**config.mk**
```make
export PLATFORM = sky130hd
export DESIGN_NAME = rtod_regs
export DESIGN_NICKNAME = d
export VERILOG_FILES = /design/src/hdl/rtod_regs.v /design/src/hdl/rtod_bcd_inc.v
export VERILOG_INCLUDE_DIRS = /design/src /design/src/hdl
export SDC_FILE = /design/constraint.sdc
export NUM_CORES = 1
export LEC_CHECK = 0
export BUFFER_PORTS_ARGS = -buffer_cell sky130_fd_sc_hd__buf_4
export CORE_MARGIN = 2
export CORE_UTILIZATION = 40
export CTS_CLUSTER_SIZE = 25
export DETAILED_ROUTE_END_ITERATION = 7
export MAX_ROUTING_LAYER = met4
export PLACE_DENSITY = 0.74
export SYNTH_ARGS = -nofsm -noshare
export SYNTH_HDL_FRONTEND = slang
export SYNTH_SLANG_ARGS = --single-unit
```
**constraint.sdc**
```tcl
create_clock -name SYS_CLK_IN -period 2.65 [get_ports SYS_CLK_IN]
set_input_delay 0.53 -clock SYS_CLK_IN [delete_from_list [all_inputs] [get_ports SYS_CLK_IN]]
set_output_delay 0.53 -clock SYS_CLK_IN [all_outputs]
set_load 0.1 [all_outputs]
```
**src/hdl/rtod_defines.vh**
```
// Purpose: Constants for the time-of-day column registers
// Assumes: Word-aligned AHB-Lite register map, 40 MHz clock
// Notes:   Count fields hold BCD
`ifndef RTOD_DEFINES_VH
`define RTOD_DEFINES_VH
`define RTOD_IDX_SEC      4'h0
`define RTOD_IDX_MIN      4'h1
`define RTOD_IDX_HOUR     4'h2
`define RTOD_IDX_DAY      4'h4
`define RTOD_IDX_FMT      4'h6
`define RTOD_IDX_CTRL     4'h8
`define RTOD_CLK_HZ       40000000
`define RTOD_TICK_CYC     40000000
`define RTOD_SEC_MAX      7'h59
`define RTOD_MIN_MAX      7'h59
`define RTOD_H24_MAX      6'h23
`define RTOD_H12_MAX      5'h11
`define RTOD_DAY_MAX      3'h6
`define RTOD_PM_BIT       5
`define RTOD_CTRL_RUN_BIT 3
`define RTOD_CTRL_PG_BIT  0
`endif

```
**src/hdl/rtod_regs.v**
```verilog
// Purpose: Time-of-day column registers with seconds counting, AHB-Lite slave
// Assumes: Software writes only valid BCD; single word transfers
// Notes:   Zero wait states; count fields undefined until written
//
// Implementation choices: the register offsets and the AHB-Lite slave port.
`timescale 1ns/1ps
`include "rtod_defines.vh"
module rtod_regs #(
  parameter TICK_CYC = `RTOD_TICK_CYC
) (
  // Clock and reset
  input  wire        SYS_CLK_IN,
  input  wire        RST_IN,
  input  wire        CLK_EN_IN,
  // AHB-Lite slave
  input  wire        HSEL_IN,
  input  wire [31:0] HADDR_IN,
  input  wire [1:0]  HTRANS_IN,
  input  wire        HWRITE_IN,
  input  wire [2:0]  HSIZE_IN,
  input  wire        HREADY_IN,
  input  wire [31:0] HWDATA_IN,
  output reg  [31:0] HRDATA_OUT,
  output wire        HREADYOUT_OUT,
  output wire        HRESP_OUT,
  // Status
  output wire        HOUR_FORMAT_SELECT_OUT,
  output wire        TICK_OUT
);
  reg  [6:0]  sec_r;
  reg  [6:0]  min_r;
  reg  [5:0]  hour_r;
  reg  [2:0]  day_r;
  reg         hour_format_select_r;
  reg         run_r;
  reg         page_r;
  reg  [25:0] pre_r;
  reg         tick_r;
  reg         wr_pend_r;
  reg  [3:0]  wr_idx_r;
  wire        acc;
  wire [3:0]  a_idx;
  wire [6:0]  sec_nxt;
  wire [6:0]  min_nxt;
  wire        sec_cy;
  wire        min_cy;
  wire [6:0]  h24_nxt;
  wire        h24_cy;
  wire [6:0]  h12_nxt;
  wire        h12_cy;
  reg  [5:0]  hour_nxt;
  reg         hour_cy;
  wire [2:0]  day_nxt;
  wire        wr_sec;
  wire        wr_min;
  wire        wr_hour;
  wire        wr_day;
  wire        wr_fmt;
  wire        wr_ctrl;

  function [3:0] idx_of;
    input [31:0] a;
    begin
      idx_of = (a[31:6] == 26'h0) ? a[5:2] : 4'hf;
    end
  endfunction

  // Write decode shared by every register
  function wr_hit;
    input       pend;
    input [3:0] cur;
    input [3:0] idx;
    begin
      wr_hit = pend & (cur == idx);
    end
  endfunction

  assign acc           = HSEL_IN & HREADY_IN & HTRANS_IN[1];
  assign a_idx         = idx_of(HADDR_IN);
  assign HREADYOUT_OUT = 1'b1;
  assign HRESP_OUT     = 1'b0;
  assign HOUR_FORMAT_SELECT_OUT = hour_format_select_r;
  assign TICK_OUT      = tick_r;

  assign wr_sec  = wr_hit(wr_pend_r, wr_idx_r, `RTOD_IDX_SEC) & ~page_r;
  assign wr_min  = wr_hit(wr_pend_r, wr_idx_r, `RTOD_IDX_MIN);
  assign wr_hour = wr_hit(wr_pend_r, wr_idx_r, `RTOD_IDX_HOUR);
  assign wr_day  = wr_hit(wr_pend_r, wr_idx_r, `RTOD_IDX_DAY);
  assign wr_fmt  = wr_hit(wr_pend_r, wr_idx_r, `RTOD_IDX_FMT) & page_r;
  assign wr_ctrl = wr_hit(wr_pend_r, wr_idx_r, `RTOD_IDX_CTRL);

  rtod_bcd_inc u_sec (
    .val_in    (sec_r),
    .max_in    (`RTOD_SEC_MAX),
    .wrap_in   (7'h00),
    .nxt_out   (sec_nxt),
    .carry_out (sec_cy)
  );
  rtod_bcd_inc u_min (
    .val_in    (min_r),
    .max_in    (`RTOD_MIN_MAX),
    .wrap_in   (7'h00),
    .nxt_out   (min_nxt),
    .carry_out (min_cy)
  );
  rtod_bcd_inc u_h24 (
    .val_in    ({1'b0, hour_r}),
    .max_in    ({1'b0, `RTOD_H24_MAX}),
    .wrap_in   (7'h00),
    .nxt_out   (h24_nxt),
    .carry_out (h24_cy)
  );
  rtod_bcd_inc u_h12 (
    .val_in    ({2'b00, hour_r[4:0]}),
    .max_in    ({2'b00, `RTOD_H12_MAX}),
    .wrap_in   (7'h00),
    .nxt_out   (h12_nxt),
    .carry_out (h12_cy)
  );

  // 12-hour wrap toggles AM/PM; day advances after 11 PM
  always @* begin
    if (hour_format_select_r) begin
      hour_nxt = h24_nxt[5:0];
      hour_cy  = h24_cy;
    end else begin
      hour_nxt = {h12_cy ^ hour_r[`RTOD_PM_BIT], h12_nxt[4:0]};
      hour_cy  = h12_cy & hour_r[`RTOD_PM_BIT];
    end
  end

  assign day_nxt = (day_r == `RTOD_DAY_MAX) ? 3'h0 : day_r + 3'h1;

  // One-second prescaler
  always @(posedge SYS_CLK_IN) begin
    if (RST_IN) begin
      pre_r  <= 26'h0;
      tick_r <= 1'b0;
    end else if (CLK_EN_IN) begin
      tick_r <= 1'b0;
      if (!run_r) begin
        pre_r <= 26'h0;
      end else if (pre_r == TICK_CYC - 1) begin
        pre_r  <= 26'h0;
        tick_r <= 1'b1;
      end else begin
        pre_r <= pre_r + 26'h1;
      end
    end
  end

  // Bus address phase capture
  always @(posedge SYS_CLK_IN) begin
    if (RST_IN) begin
      wr_pend_r <= 1'b0;
      wr_idx_r  <= 4'h0;
    end else if (CLK_EN_IN) begin
      wr_pend_r <= acc & HWRITE_IN;
      wr_idx_r  <= a_idx;
    end
  end

  // Format and control bits; format only while page_r is set
  always @(posedge SYS_CLK_IN) begin
    if (RST_IN) begin
      hour_format_select_r <= 1'b0;
      run_r                <= 1'b0;
      page_r               <= 1'b0;
    end else if (CLK_EN_IN) begin
      if (wr_fmt)
        hour_format_select_r <= HWDATA_IN[0];
      if (wr_ctrl) begin
        run_r  <= HWDATA_IN[`RTOD_CTRL_RUN_BIT];
        page_r <= HWDATA_IN[`RTOD_CTRL_PG_BIT];
      end
    end
  end

  // Counters; a software write takes priority over the tick
  always @(posedge SYS_CLK_IN) begin
    if (CLK_EN_IN) begin
      if (wr_sec)
        sec_r <= HWDATA_IN[6:0];
      else if (tick_r)
        sec_r <= sec_nxt;
      if (wr_min)
        min_r <= HWDATA_IN[6:0];
      else if (tick_r && sec_cy)
        min_r <= min_nxt;
      if (wr_hour)
        hour_r <= HWDATA_IN[5:0];
      else if (tick_r && sec_cy && min_cy)
        hour_r <= hour_nxt;
      if (wr_day)
        day_r <= HWDATA_IN[2:0];
      else if (tick_r && sec_cy && min_cy && hour_cy)
        day_r <= day_nxt;
    end
  end

  // Read data registered at the address phase, zero wait
  always @(posedge SYS_CLK_IN) begin
    if (RST_IN) begin
      HRDATA_OUT <= 32'h0;
    end else if (CLK_EN_IN) begin
      HRDATA_OUT <= 32'h0;
      if (acc && !HWRITE_IN) begin
        case (a_idx)
          `RTOD_IDX_SEC:  HRDATA_OUT <= page_r ? 32'h0 : {25'h0, sec_r};
          `RTOD_IDX_MIN:  HRDATA_OUT <= {25'h0, min_r};
          `RTOD_IDX_HOUR: HRDATA_OUT <= {26'h0, hour_r};
          `RTOD_IDX_DAY:  HRDATA_OUT <= {29'h0, day_r};
          `RTOD_IDX_FMT:  HRDATA_OUT <= {31'h0, page_r & hour_format_select_r};
          `RTOD_IDX_CTRL: HRDATA_OUT <= {28'h0, run_r, 2'b00, page_r};
          default:        HRDATA_OUT <= 32'h0;
        endcase
      end
    end
  end
endmodule // rtod_regs

```
**src/hdl/rtod_bcd_inc.v**
```verilog
// Purpose: BCD increment of a two-digit count with wrap
// Assumes: Input is valid BCD not above max
// Notes:   Carry is high when the count is at max and wraps to wrap_in
`timescale 1ns/1ps
module rtod_bcd_inc (
  // Count
  input  wire [6:0] val_in,
  input  wire [6:0] max_in,
  input  wire [6:0] wrap_in,
  // Result
  output wire [6:0] nxt_out,
  output wire       carry_out
);
  wire       at_max;
  wire [3:0] units_p1;
  wire [2:0] tens_p1;
  assign at_max    = (val_in == max_in);
  assign units_p1  = val_in[3:0] + 4'h1;
  assign tens_p1   = val_in[6:4] + 3'h1;
  assign carry_out = at_max;
  assign nxt_out   = at_max ? wrap_in :
                     (val_in[3:0] == 4'h9) ? {tens_p1, 4'h0} :
                     {val_in[6:4], units_p1};
endmodule // rtod_bcd_inc

```
## After elaboration in Yosys (flattened, before gate mapping)

Cells that the tools add are included.

- Add/subtract/negate cells: 9
- Equal/unequal tests: 20
- Reductions and logical operators: 25
- Muxes and demuxes: 27
- Bitwise operators: 15

Operators by type and width:

| kind | count |
|---|---|
| 7-bit two-way mux | 10 |
| 26-bit two-way mux | 2 |
| 7-bit case mux with 6 select lines | 1 |
| 6-bit two-way mux | 5 |
| 26-bit by 1-bit adder with 26-bit output, second input constant | 1 |
| 26-bit equality test, second input constant | 1 |
| 26-bit zero test | 1 |
| 4-bit equality test, second input constant | 5 |
| 4-bit by 3-bit equality test with 1-bit output, second input constant | 4 |
| 7-bit equality test, second input constant | 2 |
| 1-bit AND | 13 |
| 4-bit by 1-bit adder with 4-bit output, second input constant | 3 |
| 2-bit AND reduction | 6 |
| 5-bit two-way mux | 2 |
| 3-bit by 1-bit adder with 3-bit output, second input constant | 3 |
| 3-bit two-way mux | 3 |
| 3-bit AND reduction | 3 |
| 4-bit by 1-bit equality test with 1-bit output, second input constant | 2 |
| 4-bit by 2-bit equality test with 1-bit output, second input constant | 2 |
| 4-bit zero test | 2 |
| 2-bit nonzero test | 4 |
| 6-bit equality test, second input constant | 1 |
| 3-bit nonzero test | 2 |
| 5-bit equality test, second input constant | 1 |
| other kinds (12) | 17 |

- Input port bits: 75
- Logic and storage cells: 112
- Output and inout bits: 36
- Bits in registers: 90

## Logic depth before layout (Yosys ltp)

- Word-level depth: 6
- Depth in mapped cells: 7
- Mapped depth without buffers: 7

## By module

A second synthesis with hierarchy kept.

- Cells, all modules: 504
- Area total of the unflattened synthesis: 4668.2 um2

Modules (own cells, without submodules):

| module | cells each | area an instance (um2) | seq. area each (um2) | instances |
|---|---|---|---|---|
| rtod_regs | 372 | 3527.1 | 1531.5 | 1 |
| rtod_bcd_inc | 33 | 285.3 | 0.0 | 4 |

## Least setup slack after synthesis

Ideal clock, no wire load.

- Path type: reg-to-reg
- Start point: register hour_format_select_r, in the netlist HOUR_FORMAT_SELECT_OUT
- End point: register HRDATA_OUT[0]
- Arrival time: 2.148 ns
- Slack: 0.431 ns
- Data required time: 2.580 ns
- Library setup time: 0.070 ns
- Cell stages (with the launch flop): 6
- Period minus slack after synthesis: 2.219 ns
- Buffers on the path: 0
- Path through: dfxtp_1 and4b_1 a21oi_1 or3b_1 a311o_1 a21oi_1

- Word-level cells in the longest chain between the ends: 3

Ends and longest elaborated chain:

| element | RTL line | RTL |
|---|---|---|
| start: declaration | rtod_regs.v:34 | `reg hour_format_select_r;` |
| start signal: assignment | rtod_regs.v:171 | `hour_format_select_r <= HWDATA_IN[0];` |
| 1-bit AND | rtod_regs.v:213 | `` `RTOD_IDX_FMT: HRDATA_OUT <= {31'h0, page_r & hour_format_select_r}; `` |
| 7-bit case mux with 6 select lines | rtod_regs.v:208 | `case (a_idx)` |
| 7-bit two-way mux | rtod_regs.v:207 | `if (acc && !HWRITE_IN) begin` |
| end signal: assignment | rtod_regs.v:209 | `` `RTOD_IDX_SEC: HRDATA_OUT <= page_r ? 32'h0 : {25'h0, sec_r}; `` |
| end signal: assignment | rtod_regs.v:213 |  |
| end signal: assignment | rtod_regs.v:214 | `` `RTOD_IDX_CTRL: HRDATA_OUT <= {28'h0, run_r, 2'b00, page_r}; `` |
| end: declaration | rtod_regs.v:23 | `output reg [31:0] HRDATA_OUT,` |

No other way between the ends.
A chain may end at the register's enable or synchronous reset.

## Worst setup path in the final report

- Start point: register sec_r[2]
- End point: register day_r[2], enable pin

- Word-level cells in the longest chain between the ends: 6

Ends and longest elaborated chain:

| element | RTL line | RTL |
|---|---|---|
| start: declaration | rtod_regs.v:30 | `reg [6:0] sec_r;` |
| start signal: assignment | rtod_regs.v:183 | `sec_r <= HWDATA_IN[6:0];` |
| start signal: assignment | rtod_regs.v:185 | `sec_r <= sec_nxt;` |
| 7-bit equality test | rtod_bcd_inc.v:17 | `assign at_max = (val_in == max_in);` |
| 1-bit logical AND (3 in a row) | rtod_regs.v:196 | `else if (tick_r && sec_cy && min_cy && hour_cy)` |
| 2-bit nonzero test (no line) | -- |  |
| 2-bit AND reduction (no line) | -- |  |
| end signal: assignment | rtod_regs.v:195 | `day_r <= HWDATA_IN[2:0];` |
| end signal: assignment | rtod_regs.v:197 | `day_r <= day_nxt;` |
| end: declaration | rtod_regs.v:33 | `reg [2:0] day_r;` |

No other way between the ends.

==> metrics.md <==
| Metric | Value |
|---|---|
| Area taken by flip-flops and latches | about 1500 sq um |
| M2 GR Usage | 0.278 |
| Wirelength, routed | ~9500 um |
| YS warnings | 0 |
| Worst Max-Slew Pin Slew | 624 ps |
| Area share of fa/ha/maj cells after synthesis | 0.0282 |
| Max capacitance violation total | 0 |
| Synth top area share | 0.211 |
| DR iter-0 viols | 232 |
| Number of top-level pins | approximately 110 |
| Area Growth Syn to Fin | 14.9% |
| Number of fillers in the final layout | between 900 and 1k |
| Minimum setup slack among reg-to-reg paths | between 300 and 400 ps |
| Number of flip-flops and latches in the synthesized netlist | 65 |
| Floorplan die height | 104 um |
| Multi-input gate area in the final layout | about 2200 sq um |
| Pin count of the biggest net entering global routing | 39 |
| Count of clock tree sinks | 65 |
| Cell-by-cell listing of the critical path | nand4b_1 > nor4_1 > o211ai_1 > a21boi_1 |
| Clock latency reported for the late side of the worst-skew pair | between 300 and 400 ps |
| Count of antenna diodes in the layout | 0 |
| Via count of the first global-routing pass | roughly 3.3k |
| Worst IR Drop VDD | between 0.0002 and 0.00025 V |
| Post-layout minimum cycle time | between 2000 and 2500 ps |
| Mean Syn Cell Area | 8.79 sq um |
| Number of buffers created by CTS | 9 |
| Power density of the placed cells | 469 nW/um^2 |
| Final Max Slew Viols | 0 |
| Die X | slightly above 100 um |
| Combinational family with the most area after synthesis | simple AND/OR/NAND/NOR gates |
| Effective utilization at floorplan | 0.410 |
| Data arrival, critical path | roughly 2300 ps |
| Unique masters post-synth | 61 |
| Layout cells sized above 1 | 0.164 |
| Critical-path maximum fanout | 6 |
| Synth Area in Compound Gates | 0.155 |
| Overall fraction of global-route tracks in use | 0.184 |
| Critical path's largest stage delay | around 560 ps |
| Global routing met3 resource utilization | 0.0388 |
| Port bufs | 52 |
| Final-layout setup total negative slack | 0 ps |
| Share of synthesized registers carrying an async set or reset | 0 |
| Die area | around 11000 sq um |
| Result of the run | complete, no violations |
| Maximum clock frequency | around 440 MHz |
| Number of hold buffers added after cts | 0 |
| Worst min-delay path class | in -> reg |
| Number of failing setup endpoints in the final timing report | 0 |
| Site row count | 36 |
| Post-synthesis instance area | ~4000 sq um |
| Area fraction in and, or, nand and nor cells after synthesis | 0.280 |
| Residual DRC | 0 |
| First-pass DRT Iterations | 5 |
| DP Wirelength | around 7000 um |
| First-pass GRT wire length | about 16000 um |
| Root buffer selected by CTS | sky130_fd_sc_hd__clkbuf_8 |
| Worst setup EP type | flop |
| Dominant register cell in the synthesized netlist | sky130_fd_sc_hd__dfxtp_1 |
| Max_slew headroom | 0.583 |
| Post-CTS Setup Inserts | 0 |
| CTS tree | built |
| Setup skew after layout | 9.20 ps |
| Number of synthesized flops with an enable pin | 23 |
| Initial antenna violation count | 0 |
| Buf+Inv Stages, Crit Path | 0 |
| Post-route fraction of the period consumed by the critical path | 0.851 |
| Sequential area share after synthesis | 0.384 |
| Kind of critical path | reg -> reg |
| Area share of xor/xnor cells in the synthesized design | 0.0483 |
| Via-per-instance ratio | around 5.4 |
| Unrepaired setup endpoints after global routing | no |
| GR Util met1 | 0.237 |
| Final RePlAce weighted congestion | roughly 0.84 |
| GRT overflow | 0 |
| Share of the core filled with cells in the final layout | 0.471 |
| Max clock buf depth | 2 |
| Floorplan Core Area | roughly 9700 sq um |
| Remaining antenna violation count after routing | 0 |
| Most frequent cells in the layout | sky130_fd_sc_hd__nor2_1, sky130_fd_sc_hd__buf_4, sky130_fd_sc_hd__dfxtp_1, sky130_fd_sc_hd__nand2_1, sky130_fd_sc_hd__conb_1 |
| Fraction of synthesized area in multiplexers | 0.0229 |
| Routed wire length per instance | 14.9 um |
| Required time of the critical path | between 2000 and 3000 ps |
| # nets final | 584 |
| Count of endpoints failing hold in the final timing report | 0 |
| Vias after detailed routing | approximately 3.5k |
| Clock slew at reported path FFs | 70 ps |
| Critical path launch point type | flop |
| Slowest CP cell | sky130_fd_sc_hd__nor4_1 |
| Most area-hungry cell type in the Yosys netlist | sky130_fd_sc_hd__dfxtp_1 |
| Most utilized layer in the global route result | met2 |
| Mapped Cells | between 400 and 500 |
| Top Family by Delay on Critical Path | simple AND/OR/NAND/NOR gates |
| Most area-consuming cells after synthesis | sky130_fd_sc_hd__dfxtp_1, sky130_fd_sc_hd__edfxtp_1, sky130_fd_sc_hd__nor2_1 |
| Clock H-tree levels | 3 |
| Number of gates given a new drive strength after cts | 0 |
| Leakage power total | ~0.0017 uW |
| Commonest non-fill, non-tap cell in the layout | sky130_fd_sc_hd__nor2_1 |
## flip-flops by register name, indices dropped and copies added, names as in the netlist, 3 cells and up
name / flops
day_r: 3
sec_r: 7
HRDATA_OUT: 7
pre_r: 26
wr_idx_r: 4
min_r: 7
hour_r: 6
## path summary, 6_finish.rpt
check,start,endpoint,cells past startpoint
hold reg to reg,HRDATA_OUT[0],HRDATA_OUT[0],2
setup / recovery,sec_r[2],day_r[2],4
hold / removal,HWRITE_IN,wr_pend_r,3
setup reg to reg,sec_r[2],day_r[2],4
## stage by stage
stage / power, uW / std cells / instance area, sq um / hold WS, ps / worst slack, ps
global route: 2210 / 638 / 4590 / 467 / 193
finish: 2150 / 638 / 4590 / 457 / 396
global placement: 1360 / 622 / 4400 / 470 / 385
CTS: 2160 / 638 / 4590 / 451 / 395
floorplan: 1310 / 479 / 4080 / 468 / 431
detailed placement: 1360 / 622 / 4400 / 479 / 356
## cell type report
type / count / share of cell area
Sequential cell: 65 / 0.334
Clock inverter: 5 / 0.00791
Timing Repair Buffer: 57 / 0.0933
Inverter: 10 / 0.00819
Multi-Input combinational cell: 357 / 0.487
Tap cell: 133 / 0.0363
Clock buffer: 11 / 0.0333
## synth_stat cells (all sizes together), types with 7 or more instances
master	number
nor2	58
dfxtp	42
nand2	35
buf	30
edfxtp	23
a21oi	22
o21ai	21
clkbuf	17
nand4	17
xor2	14
nand3	12
and3	11
nor4	11
inv	10
nor3	10
ha	9
nand2b	9
mux2i	8
xnor2	8
nand3b	7
## power by group
part	leakage, uW	switching, uW	total, uW	internal [uW]
combinational	0.00108	234	299	65.2
clock	0.0000954	416	816	400
sequential	0.000548	7.38	1040	1030
total	0.00172	657	2150	1500
## metal layers
metal	vias up	share of wire
met2	144	0.46
met5	-	0
met4	0	0.025
li1	1691	-
met1	1618	0.44
met3	22	0.069
## worst min-delay path: cells and delay by family
family | cells | cell delay [ps]
buf+inv | 1 | 110
simple gates | 1 | 70
compound gates | 1 | 60
## cells by family (layout without fill, tap and decap cells)
kind of cell | count (synthesis) | after routing
AOI/OAI and AO/OA | 91 | 91
xor gates and xnor gates | 22 | 22
adders and majority gates | 9 | 9
buffers and inverters | 57 | 83
DFF | 65 | 65
muxes | 9 | 9
other | 2 | 27
and+or+nand+nor | 199 | 199
(Power assumes the default switching activity.)
